**config.mk**
```make
export PLATFORM = sky130hd
export DESIGN_NAME = pcn_nand_top
export DESIGN_NICKNAME = d
export VERILOG_FILES = /design/src/rtl/pcn_pkg.sv /design/src/rtl/pcn_chain_if.sv /design/src/rtl/pcn_nand_chain.sv /design/src/rtl/pcn_nand_top.sv
export VERILOG_INCLUDE_DIRS = /design/src /design/src/rtl
export SDC_FILE = /design/constraint.sdc
export NUM_CORES = 1
export LEC_CHECK = 0
export BUFFER_PORTS_ARGS = -buffer_cell sky130_fd_sc_hd__buf_2
export CAP_MARGIN = 25
export CORE_MARGIN = 4
export CORE_UTILIZATION = 35
export DETAILED_ROUTE_END_ITERATION = 12
export GPL_ROUTABILITY_DRIVEN = 0
export MAX_ROUTING_LAYER = met4
export PLACE_DENSITY = 0.81
export SETUP_SLACK_MARGIN = 0.3
export SYNTH_ARGS = -nofsm -noshare
export SYNTH_HDL_FRONTEND = slang
export SYNTH_SLANG_ARGS = --single-unit
```
**constraint.sdc**
```tcl
create_clock -name clk_sys -period 1.3 [get_ports clk_sys]
set_input_delay 0.26 -clock clk_sys [delete_from_list [all_inputs] [get_ports clk_sys]]
set_output_delay 0.26 -clock clk_sys [all_outputs]
set_load 0.03 [all_outputs]
```
**src/rtl/pcn_defs.svh**
```systemverilog
// Constants of the pin connectivity NAND chain block.
// Assumes it is included by bare name in package and design files.
`ifndef PCN_DEFS_SVH
`define PCN_DEFS_SVH

// Chain length and pin positions, counted from the first chain input
`define PCN_CHAIN_LEN       17
`define PCN_IDX_LED4_A      0
`define PCN_IDX_LED2_A      5
`define PCN_IDX_LED2_B      6

// Strap code {led2_out_b, led2_out_a, led4_out_a} that selects chain mode
`define PCN_STRAP_NAND      3'h5

// Reset value of the pin drivers and the all-high chain input pattern
`define PCN_PIN_RST         17'h00000
`define PCN_ALL_HIGH        17'h1FFFF

`endif

```
**src/rtl/pcn_pkg.sv**
```systemverilog
// Types and helper functions of the pin connectivity NAND chain block.
// Assumes pcn_defs.svh is on the include path.
`include "pcn_defs.svh"

package pcn_pkg;

   // Mode sequence after reset: sample straps, then one of two modes
   typedef enum logic [1:0] {
      PCN_STRAP = 2'h0,
      PCN_FUNC  = 2'h1,
      PCN_NAND  = 2'h2
   } pcn_mode_type;

   typedef logic [`PCN_CHAIN_LEN-1:0] pcn_pins_type;

   // Level the chain output shows once k leading inputs are low
   function automatic logic pcn_expect_level(input logic [4:0] k);
      return ~k[0];
   endfunction

   // Count of leading low inputs when the pins form a low prefix, else 31
   function automatic logic [4:0] pcn_low_prefix(input pcn_pins_type pins);
      logic [4:0] cnt;
      logic       seen_high;
      logic       bad;
      cnt       = 5'h00;
      seen_high = 1'b0;
      bad       = 1'b0;
      for (int i = 0; i < `PCN_CHAIN_LEN; i++) begin
         if (pins[i]) begin
            seen_high = 1'b1;
         end else if (seen_high) begin
            bad = 1'b1;
         end else begin
            cnt = cnt + 5'h01;
         end
      end
      return bad ? 5'h1F : cnt;
   endfunction

endpackage

```
**src/rtl/pcn_chain_if.sv**
```systemverilog
// Carrier between the mode logic and the NAND chain.
// Assumes one source of chain inputs and one chain.
`timescale 1ns/10ps
`default_nettype none
`include "pcn_defs.svh"

interface pcn_chain_if;
   logic [`PCN_CHAIN_LEN-1:0] chain_in;
   logic                      chain_out;

   modport src   (output chain_in, input chain_out);
   modport chain (input chain_in, output chain_out);
endinterface

`default_nettype wire

```
**src/rtl/pcn_nand_chain.sv**
```systemverilog
// Purely combinational chain of nested NAND gates.
// Assumes inputs already in chain order, first input at bit 0.
`timescale 1ns/10ps
`default_nettype none
`include "pcn_defs.svh"

module pcn_nand_chain (
   pcn_chain_if.chain ch
);

   logic [`PCN_CHAIN_LEN-1:0] gate_out;

   // First gate sees a constant high on its upper leg
   assign gate_out[0] = ~(ch.chain_in[0] & 1'b1); // RQ1

   for (genvar i = 1; i < `PCN_CHAIN_LEN; i++) begin : g_stage
      assign gate_out[i] = ~(ch.chain_in[i] & gate_out[i-1]); // RQ1
   end

   // Output buffer inverts so that all-high inputs give a high pin
   assign ch.chain_out = ~gate_out[`PCN_CHAIN_LEN-1]; // RQ3 RQ5 RQ6

endmodule

`default_nettype wire

```
**src/rtl/pcn_nand_top.sv**
```systemverilog
// Top of the pin connectivity NAND chain block.
// Assumes pin inputs are synchronous to clk_sys and pads resolve oe.
//
// Behaviour
// RQ1: NAND chain over inputs drives interrupt pin
// RQ2: Straps at reset select chain test mode
// RQ3: All inputs high gives high chain output
// RQ4: Inputs chained in fixed pin order, output last
// RQ5: First input low makes output fall
// RQ6: Second low rises output, third falls again
// RQ7: Tester keeps earlier inputs low, continues onward
// RQ8: Tester flags pin without output toggle as faulty
// RQ9: Combinational output; high for even lows
`timescale 1ns/10ps
`default_nettype none
`include "pcn_defs.svh"

module pcn_nand_top
   import pcn_pkg::*;
(
   input  wire logic                      clk_sys,
   input  wire logic                      rst,
   input  wire logic [`PCN_CHAIN_LEN-1:0] pin_in,
   input  wire logic [`PCN_CHAIN_LEN-1:0] func_out,
   input  wire logic [`PCN_CHAIN_LEN-1:0] func_oe,
   input  wire logic                      func_irq_n,
   output var  logic [`PCN_CHAIN_LEN-1:0] pin_out,
   output var  logic [`PCN_CHAIN_LEN-1:0] pin_oe,
   output logic                           chain_output_pin_out,
   output var  logic                      chain_output_pin_oe,
   output var  logic                      nand_mode
);

   ////////////////////////////////////////////////////////////////////////
   // Mode selection from straps

   pcn_mode_type mode_reg;
   pcn_mode_type mode_next;
   logic [2:0]   strap_code;
   logic         strap_hit;

   assign strap_code = {pin_in[`PCN_IDX_LED2_B], pin_in[`PCN_IDX_LED2_A],
                        pin_in[`PCN_IDX_LED4_A]};
   assign strap_hit  = (strap_code == `PCN_STRAP_NAND); // RQ2

   always_comb begin
      case (mode_reg)
         PCN_STRAP: begin
            mode_next = strap_hit ? PCN_NAND : PCN_FUNC; // RQ2
         end
         PCN_FUNC: begin
            mode_next = PCN_FUNC;
         end
         PCN_NAND: begin
            mode_next = PCN_NAND;
         end
         default: begin
            mode_next = PCN_STRAP;
         end
      endcase
   end

   always_ff @(posedge clk_sys or posedge rst) begin
      if (rst) begin
         mode_reg <= PCN_STRAP;
      end else begin
         mode_reg <= mode_next;
      end
   end

   ////////////////////////////////////////////////////////////////////////
   // Pin drivers

   logic                      test_mode;
   logic                      strap_phase;
   logic [`PCN_CHAIN_LEN-1:0] pin_oe_next;
   logic                      irq_oe_next;
   logic                      irq_func_reg;

   assign test_mode   = (mode_reg == PCN_NAND);
   assign strap_phase = (mode_next == PCN_STRAP) || (mode_reg == PCN_STRAP);

   // Chain pins turn into inputs in test mode and while straps are read
   assign pin_oe_next = (mode_next == PCN_FUNC) ? func_oe : `PCN_PIN_RST; // RQ1
   assign irq_oe_next = (mode_next != PCN_STRAP);

   always_ff @(posedge clk_sys or posedge rst) begin
      if (rst) begin
         pin_out             <= `PCN_PIN_RST;
         pin_oe              <= `PCN_PIN_RST;
         chain_output_pin_oe <= 1'b0;
         irq_func_reg        <= 1'b1;
         nand_mode           <= 1'b0;
      end else begin
         pin_out             <= func_out;
         pin_oe              <= pin_oe_next;
         chain_output_pin_oe <= irq_oe_next;
         irq_func_reg        <= func_irq_n;
         nand_mode           <= (mode_next == PCN_NAND);
      end
   end

   ////////////////////////////////////////////////////////////////////////
   // NAND chain; its output bypasses any flip-flop

   pcn_chain_if chain_bus ();

   assign chain_bus.chain_in = pin_in; // RQ4

   pcn_nand_chain u_chain (
      .ch (chain_bus.chain)
   );

   // No clock in the chain path, so a change propagates at once
   assign chain_output_pin_out = test_mode ? chain_bus.chain_out // RQ9
                                           : irq_func_reg;

   logic [4:0] low_cnt;
   logic       low_prefix;

   assign low_cnt    = pcn_low_prefix(pin_in);
   assign low_prefix = (low_cnt != 5'h1F);
endmodule

`default_nettype wire

```
==> impl_results.md, run 1 <==
- Final Hold Fails: 0
- Post-Syn Area per Cell: 14.92 µm²
- Final setup violation count: 1
- Dpl hpwl: 2.236 mm
- Clk slew on worst S/H paths: 0.11 ns
- Share of the clock period used by the worst path: 141.2%
- Count of pins on the block boundary: 91
- Number of buffers added by the clock tree synthesis step: 5
- Placeable core area: 3363 µm²
- Global router's overall resource usage: 14.78%
- Ant diodes: 0
- Combinational Power Share: 19.5%
- Cell with the largest stage delay on the worst path: sky130_fd_sc_hd__or4_4
- Net count reported at finish: 255
- Total grt overflow: 0
- Most used routing layer in global routing: met2
- Final wirelength: 3.232 mm
- Arr. time, crit path: 1.58 ns
- Switching Fraction: 26.31%
- Power per cell area: 997.4 nW/µm²
- Buffer type at the clock tree root: sky130_fd_sc_hd__clkbuf_4
- Sum Neg Setup Slack: -0.5362 ns
- Type of element launching the critical path: register
- CP Data Required Time: 1.04 ns
- First-pass GRT wire length: 4.533 mm
- Number of max-slew violations in the final report: 0
- Post-synthesis net count: 136
- Number of vias after detailed routing: 1,045
- Class of the most critical setup path: reg2out
- Maximum fanout encountered on the critical timing path: 2
- Die X: 67.13 µm
- Proportion of synthesized chip area in sequential cells: 79.86%
- Remaining max-slew budget at the tightest pin: 70.82%
- Path category of the worst min-delay check: in2reg
- Count of mapped cells out of synthesis: 82
- Area growth syn-to-layout: 89.98%
- Least-Margin Pin Slew: 0.4368 ns
- Number of distinct library cells after synthesis: 16
- Worst Setup End Kind: output port
- Wire length per cell: 13.03 µm
- Area used by sequential logic in the layout: 977.2 µm²
- Pre-CTS worst setup slack: -0.4399 ns
- Synth Cell Area: 1224 µm²
- Area of the die: 4506 µm²
- Insertion delay of the later-clocked pin in the worst-skew pair: 0.33 ns
- Total internal power: 1.709 mW
- Critical path's largest stage delay: 0.49 ns
- Kind of cell with the highest combined delay on the critical path: simple AND/OR/NAND/NOR gates
- TritonCTS clock tree: yes
- Area of the multi-input gates: 300.3 µm²
- Number of antenna violations at the first check in global routing: 0
- Iter 0 DRT Violations: 15
- Peak supply drop: 705.4 µV
- CP cell instances: inv_2 > nand2_2 > or4_4 > o311ai_4 > buf_6
- Layout cell share with drive strength beyond 1: 66.83%
- Setup repair after global routing missed its margin: yes
- DRT Pass-1 Iters: 2
- Vias per cell: 4.214
- Count of buffers from port buffering: 90
- Effective utilization at floorplan: 36.38%
- Setup clock skew after layout: 0.005918 ns
- Met2 Resource Use GR: 24.54%
- Reported net switching power: 610.0 µW
- Fraction of met1 tracks used by global routing: 14.30%
- Outcome: finished with violations
- Routed Antenna Nets: 0
- Standby leakage power: 1.185 nW
- Num Clock Sinks: 39
- Fin crit period: 1.836 ns
- Fraction of met3 tracks used by global routing: 8.486%
- Maximum Capacitance Violations: 0
- Largest net degree at the start of global routing: 21
- #FFs+latches synth: 39
- CP Buf/Inv Count: 2
- Number of rows in the core area: 21
- Longest Clk Path Bufs: 2
- H-tree levels: 2
- Post-detailed-route DRC marker count: 0
- Warnings from Yosys: 0
- Fmax: 544.6 MHz
- Number of cells in the finished layout apart from fillers: 248
- Worst setup slack after layout: -0.5362 ns
- Vias in the first global route: 1,043
- Clock power share: 24.6%
- Register share of total power: 55.9%
- Final cell utilization of the core: 69.12%
- Number of placed cells counting well taps: 224
- Failing checks: setup timing
- Die span in y: 67.13 µm
- Number of fill cells in the layout: 278
-- path summary, 6_finish.rpt --
path,start,end,slack (ns),depth (start not counted)
max in group asynchronous,rst,nand_mode,0.39,4
min in group asynchronous,rst,pin_oe[13],0.48,3
hold / removal,func_out[7],pin_out[7],0.03,1
setup reg to reg,mode_reg[0],pin_oe[9],0.16,6
setup / recovery,mode_reg[0],chain_output_pin_out,-0.54,5
hold reg to reg,mode_reg[0],nand_mode,0.55,2
-- layer usage --
| layer | vias to the layer above | routed length [µm] |
|---|---|---|
| li1 | 499 | - |
| met3 | 4 | 322 |
| met5 | - | 0 |
| met1 | 490 | 1004 |
| met2 | 52 | 1877 |
| met4 | 0 | 27 |
-- cells in the final DEF, fill, tap and decap left out, types with 2 or more instances in the layout --
cell type / Yosys / routed
sky130_fd_sc_hd__inv_1: 5 / 3
sky130_fd_sc_hd__and2_4: 0 / 17
sky130_fd_sc_hd__buf_4: 0 / 8
sky130_fd_sc_hd__dfrtp_1: 38 / 38
sky130_fd_sc_hd__dlygate4sd3_1: 0 / 11
sky130_fd_sc_hd__clkbuf_4: 0 / 5
sky130_fd_sc_hd__clkinv_2: 0 / 3
sky130_fd_sc_hd__nand2_1: 5 / 4
sky130_fd_sc_hd__buf_6: 0 / 39
sky130_fd_sc_hd__buf_12: 0 / 2
sky130_fd_sc_hd__buf_2: 1 / 53
sky130_fd_sc_hd__nand4_1: 2 / 2
sky130_fd_sc_hd__nor2_1: 4 / 4
-- kinds of logic (layout without fill, tap and decap cells) --
kind of cell | count (synthesis) | count (layout) | share of synthesized area (%)
buffers and inverters | 6 | 126 | 1.943
AND/OR/NAND/NOR | 31 | 31 | 14.72
flip-flops | 39 | 39 | 79.86
AO/OA/AOI/OAI | 6 | 6 | 3.476
-- Yosys cell counts --
master,number,area share (%)
sky130_fd_sc_hd__a21boi_0,1,0.61
sky130_fd_sc_hd__a21oi_1,2,0.82
sky130_fd_sc_hd__and2_1,17,8.7
sky130_fd_sc_hd__buf_2,1,0.41
sky130_fd_sc_hd__dfrtp_1,38,78
sky130_fd_sc_hd__dfstp_2,1,2.1
sky130_fd_sc_hd__inv_1,5,1.5
sky130_fd_sc_hd__nand2_1,5,1.5
sky130_fd_sc_hd__nand2b_1,1,0.51
sky130_fd_sc_hd__nand4_1,2,1.0
sky130_fd_sc_hd__nor2_1,4,1.2
sky130_fd_sc_hd__nor2b_4,1,1.1
sky130_fd_sc_hd__o21ai_0,1,0.41
sky130_fd_sc_hd__o221a_1,1,0.92
sky130_fd_sc_hd__o311ai_1,1,0.72
sky130_fd_sc_hd__or4_1,1,0.61
-- power groups by stage --
stage / sequential [mW] / clock, mW / combinational (mW)
final: 1.30 / 0.571 / 0.452
after global routing: 1.30 / 0.649 / 0.483
after CTS: 1.30 / 0.598 / 0.412
after detailed placement: 1.31 / 0 / 0.339
after global placement: 1.30 / 0 / 0.332
after floorplan: 1.42 / 0 / 0.0591
-- worst register-to-register path, stage by stage, from the launching register on --
cell and delay, ns:
sky130_fd_sc_hd__dfrtp_1 0.37, sky130_fd_sc_hd__inv_2 0.05, sky130_fd_sc_hd__buf_4 0.12, sky130_fd_sc_hd__buf_6 0.11, sky130_fd_sc_hd__a21oi_4 0.13, sky130_fd_sc_hd__buf_12 0.16, sky130_fd_sc_hd__and2_4 0.15
-- layout make-up --
cell class                      instances  share of cell area, %
Clock inverter                          3                 0.6459
Clock buffer                            5                  1.615
Multi-Input combinational cell         37                  12.92
Timing Repair Buffer                  113                  39.34
Inverter                                5                 0.9688
Sequential cell                        39                  42.03
Tap cell                               46                  2.476
-- repair_timing --
item	4_1_cts	5_1_grt
hold buffers	2	9
cloned	0	0
setup buffers	3	2
setup endpoints to repair	55	54
resized for setup	76	19
hold endpoints to repair	19	9
pin swaps	2	0
-- through the flow --
stage               hold WS [ns]  power [mW]  area, µm²
finish                   0.02845       2.319       2325
global placement          0.2930       1.634       1819
CTS                     0.006946       2.305       2170
detailed placement        0.3018       1.645       1819
floorplan                 0.2321       1.480       1251
global route            0.002006       2.434       2325
(Power assumes the default switching activity.)
==> inputs of run 2 (changes only) <==
- BUFFER_PORTS_ARGS: -buffer_cell sky130_fd_sc_hd__buf_2 -> unset
- CORE_UTILIZATION: 35 -> 50
- DONT_BUFFER_PORTS: unset -> 1
- GPL_TIMING_DRIVEN: unset -> 0
- PLACE_DENSITY: 0.81 -> 0.75
==> impl_results.md, run 2 (synthesis results as in run 1) <==
- Setup clock skew after layout: 0.006804 ns (+0.0008857 ns)
- Kind of cell with the highest combined delay on the critical path: simple AND/OR/NAND/NOR gates
- Number of max-slew violations in the final report: 0 (unchanged)
- Most common cell after layout, fill and taps aside: sky130_fd_sc_hd__dfrtp_2
- Peak supply drop: 1157 µV (+64%)
- Failing checks: hold timing, setup timing
- Ant diodes: 0 (unchanged)
- Least-Margin Pin Slew: 0.7781 ns (+0.3413 ns)
- Vias per cell: 5.036 (+20%)
- Layout cell share with drive strength beyond 1: 49.09% (-18 points)
- Wire length per cell: 18.72 µm (+44%)
- Area growth syn-to-layout: 29.86%
- Count of buffers from port buffering: 0 (-100%)
- Final Hold Fails: 38 (+38)
- Worst Setup End Kind: output port
- CP cell instances: inv_2 > nand2_4 > or4_4 > o311ai_4
- Critical path's largest stage delay: 0.49 ns (about the same)
- Maximum fanout encountered on the critical timing path: 2 (unchanged)
- Power per cell area: 1328 nW/µm² (+33%)
- Insertion delay of the later-clocked pin in the worst-skew pair: 0.32 ns (about the same)
- Clk slew on worst S/H paths: 0.11 ns (about the same)
- Class of the most critical setup path: reg2out
- Pre-CTS worst setup slack: -0.1742 ns (+0.2657 ns)
- CP Data Required Time: 1.04 ns (about the same)
- Routed Antenna Nets: 0 (unchanged)
- Number of buffers added by the clock tree synthesis step: 5 (unchanged)
- Remaining max-slew budget at the tightest pin: 48.02% (-23 points)
- Fmax: 577.4 MHz (+6.0%)
- Switching Fraction: 26.62% (+0.31 points)
- Longest Clk Path Bufs: 2 (unchanged)
- Type of element launching the critical path: register
- Placeable core area: 2276 µm² (-32%)
- Hold slack final: -0.07772 ns (-0.1062 ns)
- Maximum Capacitance Violations: 0 (unchanged)
- Combinational Power Share: 5.3% (-14 points)
- Global router's overall resource usage: 17.82% (+3.0 points)
- Count of pins on the block boundary: 91 (unchanged)
- Outcome: finished with violations
- H-tree levels: 2 (unchanged)
- Cell with the largest stage delay on the worst path: sky130_fd_sc_hd__or4_4
- Die span in y: 57.47 µm (-14%)
- CP Buf/Inv Count: 1 (-1)
- Vias in the first global route: 827 (-21%)
- Register share of total power: 67.3% (+11 points)
- Number of rows in the core area: 17 (-19%)
- Arr. time, crit path: 1.47 ns (-0.11 ns)
- Iter 0 DRT Violations: 21 (+6)
- Net count reported at finish: 163 (-36%)
- Standby leakage power: 0.6516 nW (-45%)
- Number of fill cells in the layout: 152 (-45%)
- Worst setup slack after layout: -0.4319 ns (+0.1043 ns)
- Total internal power: 1.549 mW (-9.4%)
- Post-detailed-route DRC marker count: 0 (unchanged)
- Effective utilization at floorplan: 53.77% (+17 points)
- Num Clock Sinks: 39 (unchanged)
- Final wirelength: 2.583 mm (-20%)
- Die X: 57.47 µm (-14%)
- Largest net degree at the start of global routing: 40 (+90%)
- DRT Pass-1 Iters: 4 (+2)
- Number of vias after detailed routing: 695 (-33%)
- Setup repair after global routing missed its margin: yes
- Final setup violation count: 10 (+9)
- Sum Neg Setup Slack: -0.7531 ns (-0.2169 ns)
- Buffer type at the clock tree root: sky130_fd_sc_hd__clkbuf_4
- Reported net switching power: 561.7 µW (-7.9%)
- Share of the clock period used by the worst path: 133.2% (-8.0 points)
- TritonCTS clock tree: yes
- Count of hold buffers inserted by post-cts repair: 18 (+16)
- Path category of the worst min-delay check: in2async
- Commonest cells after routing, fill and taps aside: sky130_fd_sc_hd__dfrtp_2, sky130_fd_sc_hd__dlygate4sd3_1, sky130_fd_sc_hd__and2_1, sky130_fd_sc_hd__clkbuf_4
- Register-to-register setup slack: -0.06 ns (-0.22 ns)
- First-pass GRT wire length: 4.015 mm (-11%)
- Fin crit period: 1.732 ns (-0.1043 ns)
- Clock power share: 27.5% (+2.9 points)
- Dpl hpwl: 1.856 mm (-17%)
- Area of the die: 3303 µm² (-27%)
- Number of antenna violations at the first check in global routing: 0 (unchanged)
- Total grt overflow: 0 (unchanged)
[run 2: final timing paths]
check,start,endpoint,depth (start not counted)
setup reg to reg,mode_reg[1],pin_oe[12],3
setup / recovery,mode_reg[0],chain_output_pin_out,4
max in group asynchronous,rst,pin_oe[12],1
min in group clk_sys,func_oe[9],pin_oe[9],1
hold / removal,rst,pin_out[1],1
hold reg to reg,mode_reg[1],chain_output_pin_oe,1
[run 2: cell type report]
class / instances / area [µm²] / area share [%]
clock inverters: 3 / 20.02 / 1.260
well taps: 28 / 35.03 / 2.205
clock buffers: 5 / 37.54 / 2.362
inverters: 5 / 22.52 / 1.417
repair buffers: 20 / 195.2 / 12.28
multi-input cells: 37 / 251.5 / 15.83
plain buffers: 1 / 5.005 / 0.3150
flip-flops and latches: 39 / 1022 / 64.33
[run 2: metal layers]
metal	up-vias	global-route usage (%)	wire, µm
li1	311	-	-
met2	47	31.13	1558
met4	0	5.960	17
met5	-	-	0
met1	335	16.62	719
met3	2	9.050	288
[run 2: what timing repair did]
| action | CTS | global route |
|---|---|---|
| endpoints found under the setup margin | 55 | 55 |
| pin swaps | 2 | 0 |
| endpoints found under the hold margin | 56 | 38 |
| buffers inserted | 2 | 0 |
| resized for setup | 37 | 0 |
| cloned | 0 | 0 |
[run 2: through the flow]
stage	utilization (%)	total power [mW]	cells	hold slack (ns)	instance area, µm²
2_1_floorplan	-	1.480	82	0.2321	1251
3_3_place_gp	56.51	1.495	110	0.2646	1286
3_5_place_dp	56.51	1.502	110	0.2646	1286
4_1_cts	69.82	2.135	138	-0.07278	1589
5_1_grt	69.82	2.242	138	-0.06802	1589
6_report	69.82	2.110	138	-0.07772	1589
[run 2: power by group through the flow]
stage | combinational, mW | sequential (mW) | clock (mW)
2_1_floorplan | 0.0591 | 1.42 | 0
3_3_place_gp | 0.0655 | 1.43 | 0
3_5_place_dp | 0.0704 | 1.43 | 0
4_1_cts | 0.114 | 1.42 | 0.602
5_1_grt | 0.126 | 1.43 | 0.691
6_report | 0.111 | 1.42 | 0.580
==> inputs of run 3 (changes only) <==
- PLACE_DENSITY: 0.75 -> 0.72
- clock period: 1.3 -> 1.6 ns (I/O delays scaled with it)
==> impl_results.md, run 3 (synthesis results as in run 1) <==
- Outcome: finished with violations
- Failing checks: setup timing
- Longest Clk Path Bufs: 2 (unchanged)
- Buffer type at the clock tree root: sky130_fd_sc_hd__clkbuf_4
- Area growth syn-to-layout: 31.08%
- Critical path's largest stage delay: 0.49 ns (about the same)
- Reported net switching power: 456.5 µW (-19%)
- Standby leakage power: 0.7317 nW (+12%)
- Vias per cell: 5.036 (about the same)
- Dpl hpwl: 1.854 mm (about the same)
- Pre-CTS worst setup slack: 0.01809 ns (+0.1922 ns)
- DRT Pass-1 Iters: 4 (unchanged)
- Number of buffers added by the clock tree synthesis step: 5 (unchanged)
- Path category of the worst min-delay check: in2async
- Count of pins on the block boundary: 91 (unchanged)
- Area of the die: 3303 µm² (unchanged)
- Commonest cells after routing, fill and taps aside: sky130_fd_sc_hd__dfrtp_1, sky130_fd_sc_hd__dlygate4sd3_1, sky130_fd_sc_hd__and2_1, sky130_fd_sc_hd__clkbuf_4
- Number of vias after detailed routing: 705 (+1.4%)
- Kind of cell with the highest combined delay on the critical path: simple AND/OR/NAND/NOR gates
- Final setup violation count: 1 (-9)
- First-pass GRT wire length: 4.036 mm (+0.52%)
- Number of antenna violations at the first check in global routing: 0 (unchanged)
- Number of max-slew violations in the final report: 0 (unchanged)
- Area used by sequential logic in the layout: 977.2 µm² (-4.4%)
- Clk slew on worst S/H paths: 0.11 ns (about the same)
- CP Data Required Time: 1.28 ns (+0.24 ns)
- Type of element launching the critical path: register
- Final cell utilization of the core: 70.48% (+0.66 points)
- Clock power share: 35.1% (+7.6 points)
- TritonCTS clock tree: yes
- Area of the multi-input gates: 251.5 µm² (unchanged)
- Fmax: 552.7 MHz
- Setup clock skew after layout: 0.009001 ns (+0.002197 ns)
- Layout cell share with drive strength beyond 1: 16.96% (-32 points)
- Global router's overall resource usage: 17.62% (-0.19 points)
- Count of buffers from port buffering: 0 (unchanged)
- Cell with the largest stage delay on the worst path: sky130_fd_sc_hd__or4_4
- Insertion delay of the later-clocked pin in the worst-skew pair: 0.34 ns (+0.02 ns)
- Ant diodes: 0 (unchanged)
- Die span in y: 57.47 µm (unchanged)
- Total grt overflow: 0 (unchanged)
- Hold slack final: 0.007621 ns (+0.08535 ns)
- H-tree levels: 2 (unchanged)
- Remaining max-slew budget at the tightest pin: 46.89% (-1.1 points)
- Most common cell after layout, fill and taps aside: sky130_fd_sc_hd__dfrtp_1
- Share of the clock period used by the worst path: 113.1%
- Power per cell area: 1193 nW/µm² (-10%)
- Largest net degree at the start of global routing: 21 (-48%)
- Placeable core area: 2276 µm² (unchanged)
- Class of the most critical setup path: reg2out
- Num Clock Sinks: 39 (unchanged)
- Combinational Power Share: 5.2% (about the same)
- Die X: 57.47 µm (unchanged)
- Register share of total power: 59.7% (-7.6 points)
- Maximum Capacitance Violations: 0 (unchanged)
- Post-detailed-route DRC marker count: 0 (unchanged)
- Switching Fraction: 23.86% (-2.8 points)
- Effective utilization at floorplan: 53.77% (unchanged)
- Peak supply drop: 996.4 µV (-14%)
- CP cell instances: inv_2 > nand2_4 > or4_4 > o311ai_4
- Routed Antenna Nets: 0 (unchanged)
- Worst Setup End Kind: output port
- Number of cells in the finished layout apart from fillers: 140 (+1.4%)
- Least-Margin Pin Slew: 0.7958 ns (+0.01773 ns)
- Setup repair after global routing missed its margin: yes
- Arr. time, crit path: 1.49 ns (+0.02 ns)
- Final Hold Fails: 0 (-100%)
- Net count reported at finish: 165 (+1.2%)
- Vias in the first global route: 800 (-3.3%)
- Number of fill cells in the layout: 159 (+4.6%)
- Maximum fanout encountered on the critical timing path: 2 (unchanged)
- Total internal power: 1.457 mW (-5.9%)
- Iter 0 DRT Violations: 14 (-33%)
- Number of rows in the core area: 17 (unchanged)
- Number of placed cells counting well taps: 111 (+0.91%)
- Fin crit period: 1.809 ns
- Wire length per cell: 18.94 µm (+1.2%)
- CP Buf/Inv Count: 1 (unchanged)
- Worst setup slack after layout: -0.2092 ns (+0.2227 ns)
- Final wirelength: 2.652 mm (+2.7%)
run 3: changes by cell type in the layout (fill, tap and decap cells not counted):
cell                         previous run  this run
sky130_fd_sc_hd__buf_4                  2         3
sky130_fd_sc_hd__inv_1                  3         4
sky130_fd_sc_hd__buf_16                 0         1
sky130_fd_sc_hd__clkinvlp_4             3         0
sky130_fd_sc_hd__clkbuf_8               0         1
sky130_fd_sc_hd__dfrtp_2               36         0
sky130_fd_sc_hd__bufinv_16              0         1
sky130_fd_sc_hd__dfrtp_1                2        38
run 3: area by class of cell:
type,instances,area share [%]
Tap cell,28,2.184
Clock inverter,2,2.184
Buffer,1,0.3120
Multi-Input combinational cell,37,15.68
Inverter,5,1.170
Clock buffer,6,3.198
Sequential cell,39,60.92
Timing Repair Buffer,22,14.35
run 3: stage by stage:
stage | area [µm²] | setup TNS [ns] | total power [mW]
5_1_grt | 1604 | -0.5173 | 1.998
3_3_place_gp | 1280 | 0 | 1.214
4_1_cts | 1597 | -0.2191 | 1.920
2_1_floorplan | 1245 | 0 | 1.202
6_report | 1604 | -0.2092 | 1.913
3_5_place_dp | 1308 | 0 | 1.227
run 3: power groups by stage:
stage / logic [mW] / registers (mW) / clock network [mW]
floorplan: 0.0476 / 1.15 / 0
global placement: 0.0527 / 1.16 / 0
detailed placement: 0.0648 / 1.16 / 0
CTS: 0.101 / 1.14 / 0.677
global route: 0.112 / 1.15 / 0.739
finish: 0.0997 / 1.14 / 0.671
run 3: layer usage:
metal | vias up | global-route usage [%] | share of wire, %
li1 | 314 | - | -
met1 | 330 | 19.91 | 35
met2 | 59 | 26.94 | 52
met3 | 2 | 9.729 | 13
met4 | 0 | 4.967 | 0.34
met5 | - | - | 0
run 3: timing repair:
action                                 in CTS  in global routing
setup buffers                               2                  1
endpoints found under the hold margin      18                  0
gates resized for setup                     3                  0
pin swaps                                   2                  0
setup endpoints to repair                  10                 18
hold buffers                               18                  0
run 3: final timing paths:
kind | cells past startpoint | to | start | slack, ns
max reg2reg | 5 | pin_oe[11] | mode_reg[0] | 0.14
min in group clk_sys | 1 | pin_oe[15] | func_oe[15] | 0.10
min reg2reg | 1 | chain_output_pin_oe | mode_reg[1] | 0.53
max in group asynchronous | 2 | irq_func_reg | rst | 0.96
min | 1 | pin_oe[10] | rst | 0.008
max | 4 | chain_output_pin_out | mode_reg[0] | -0.21
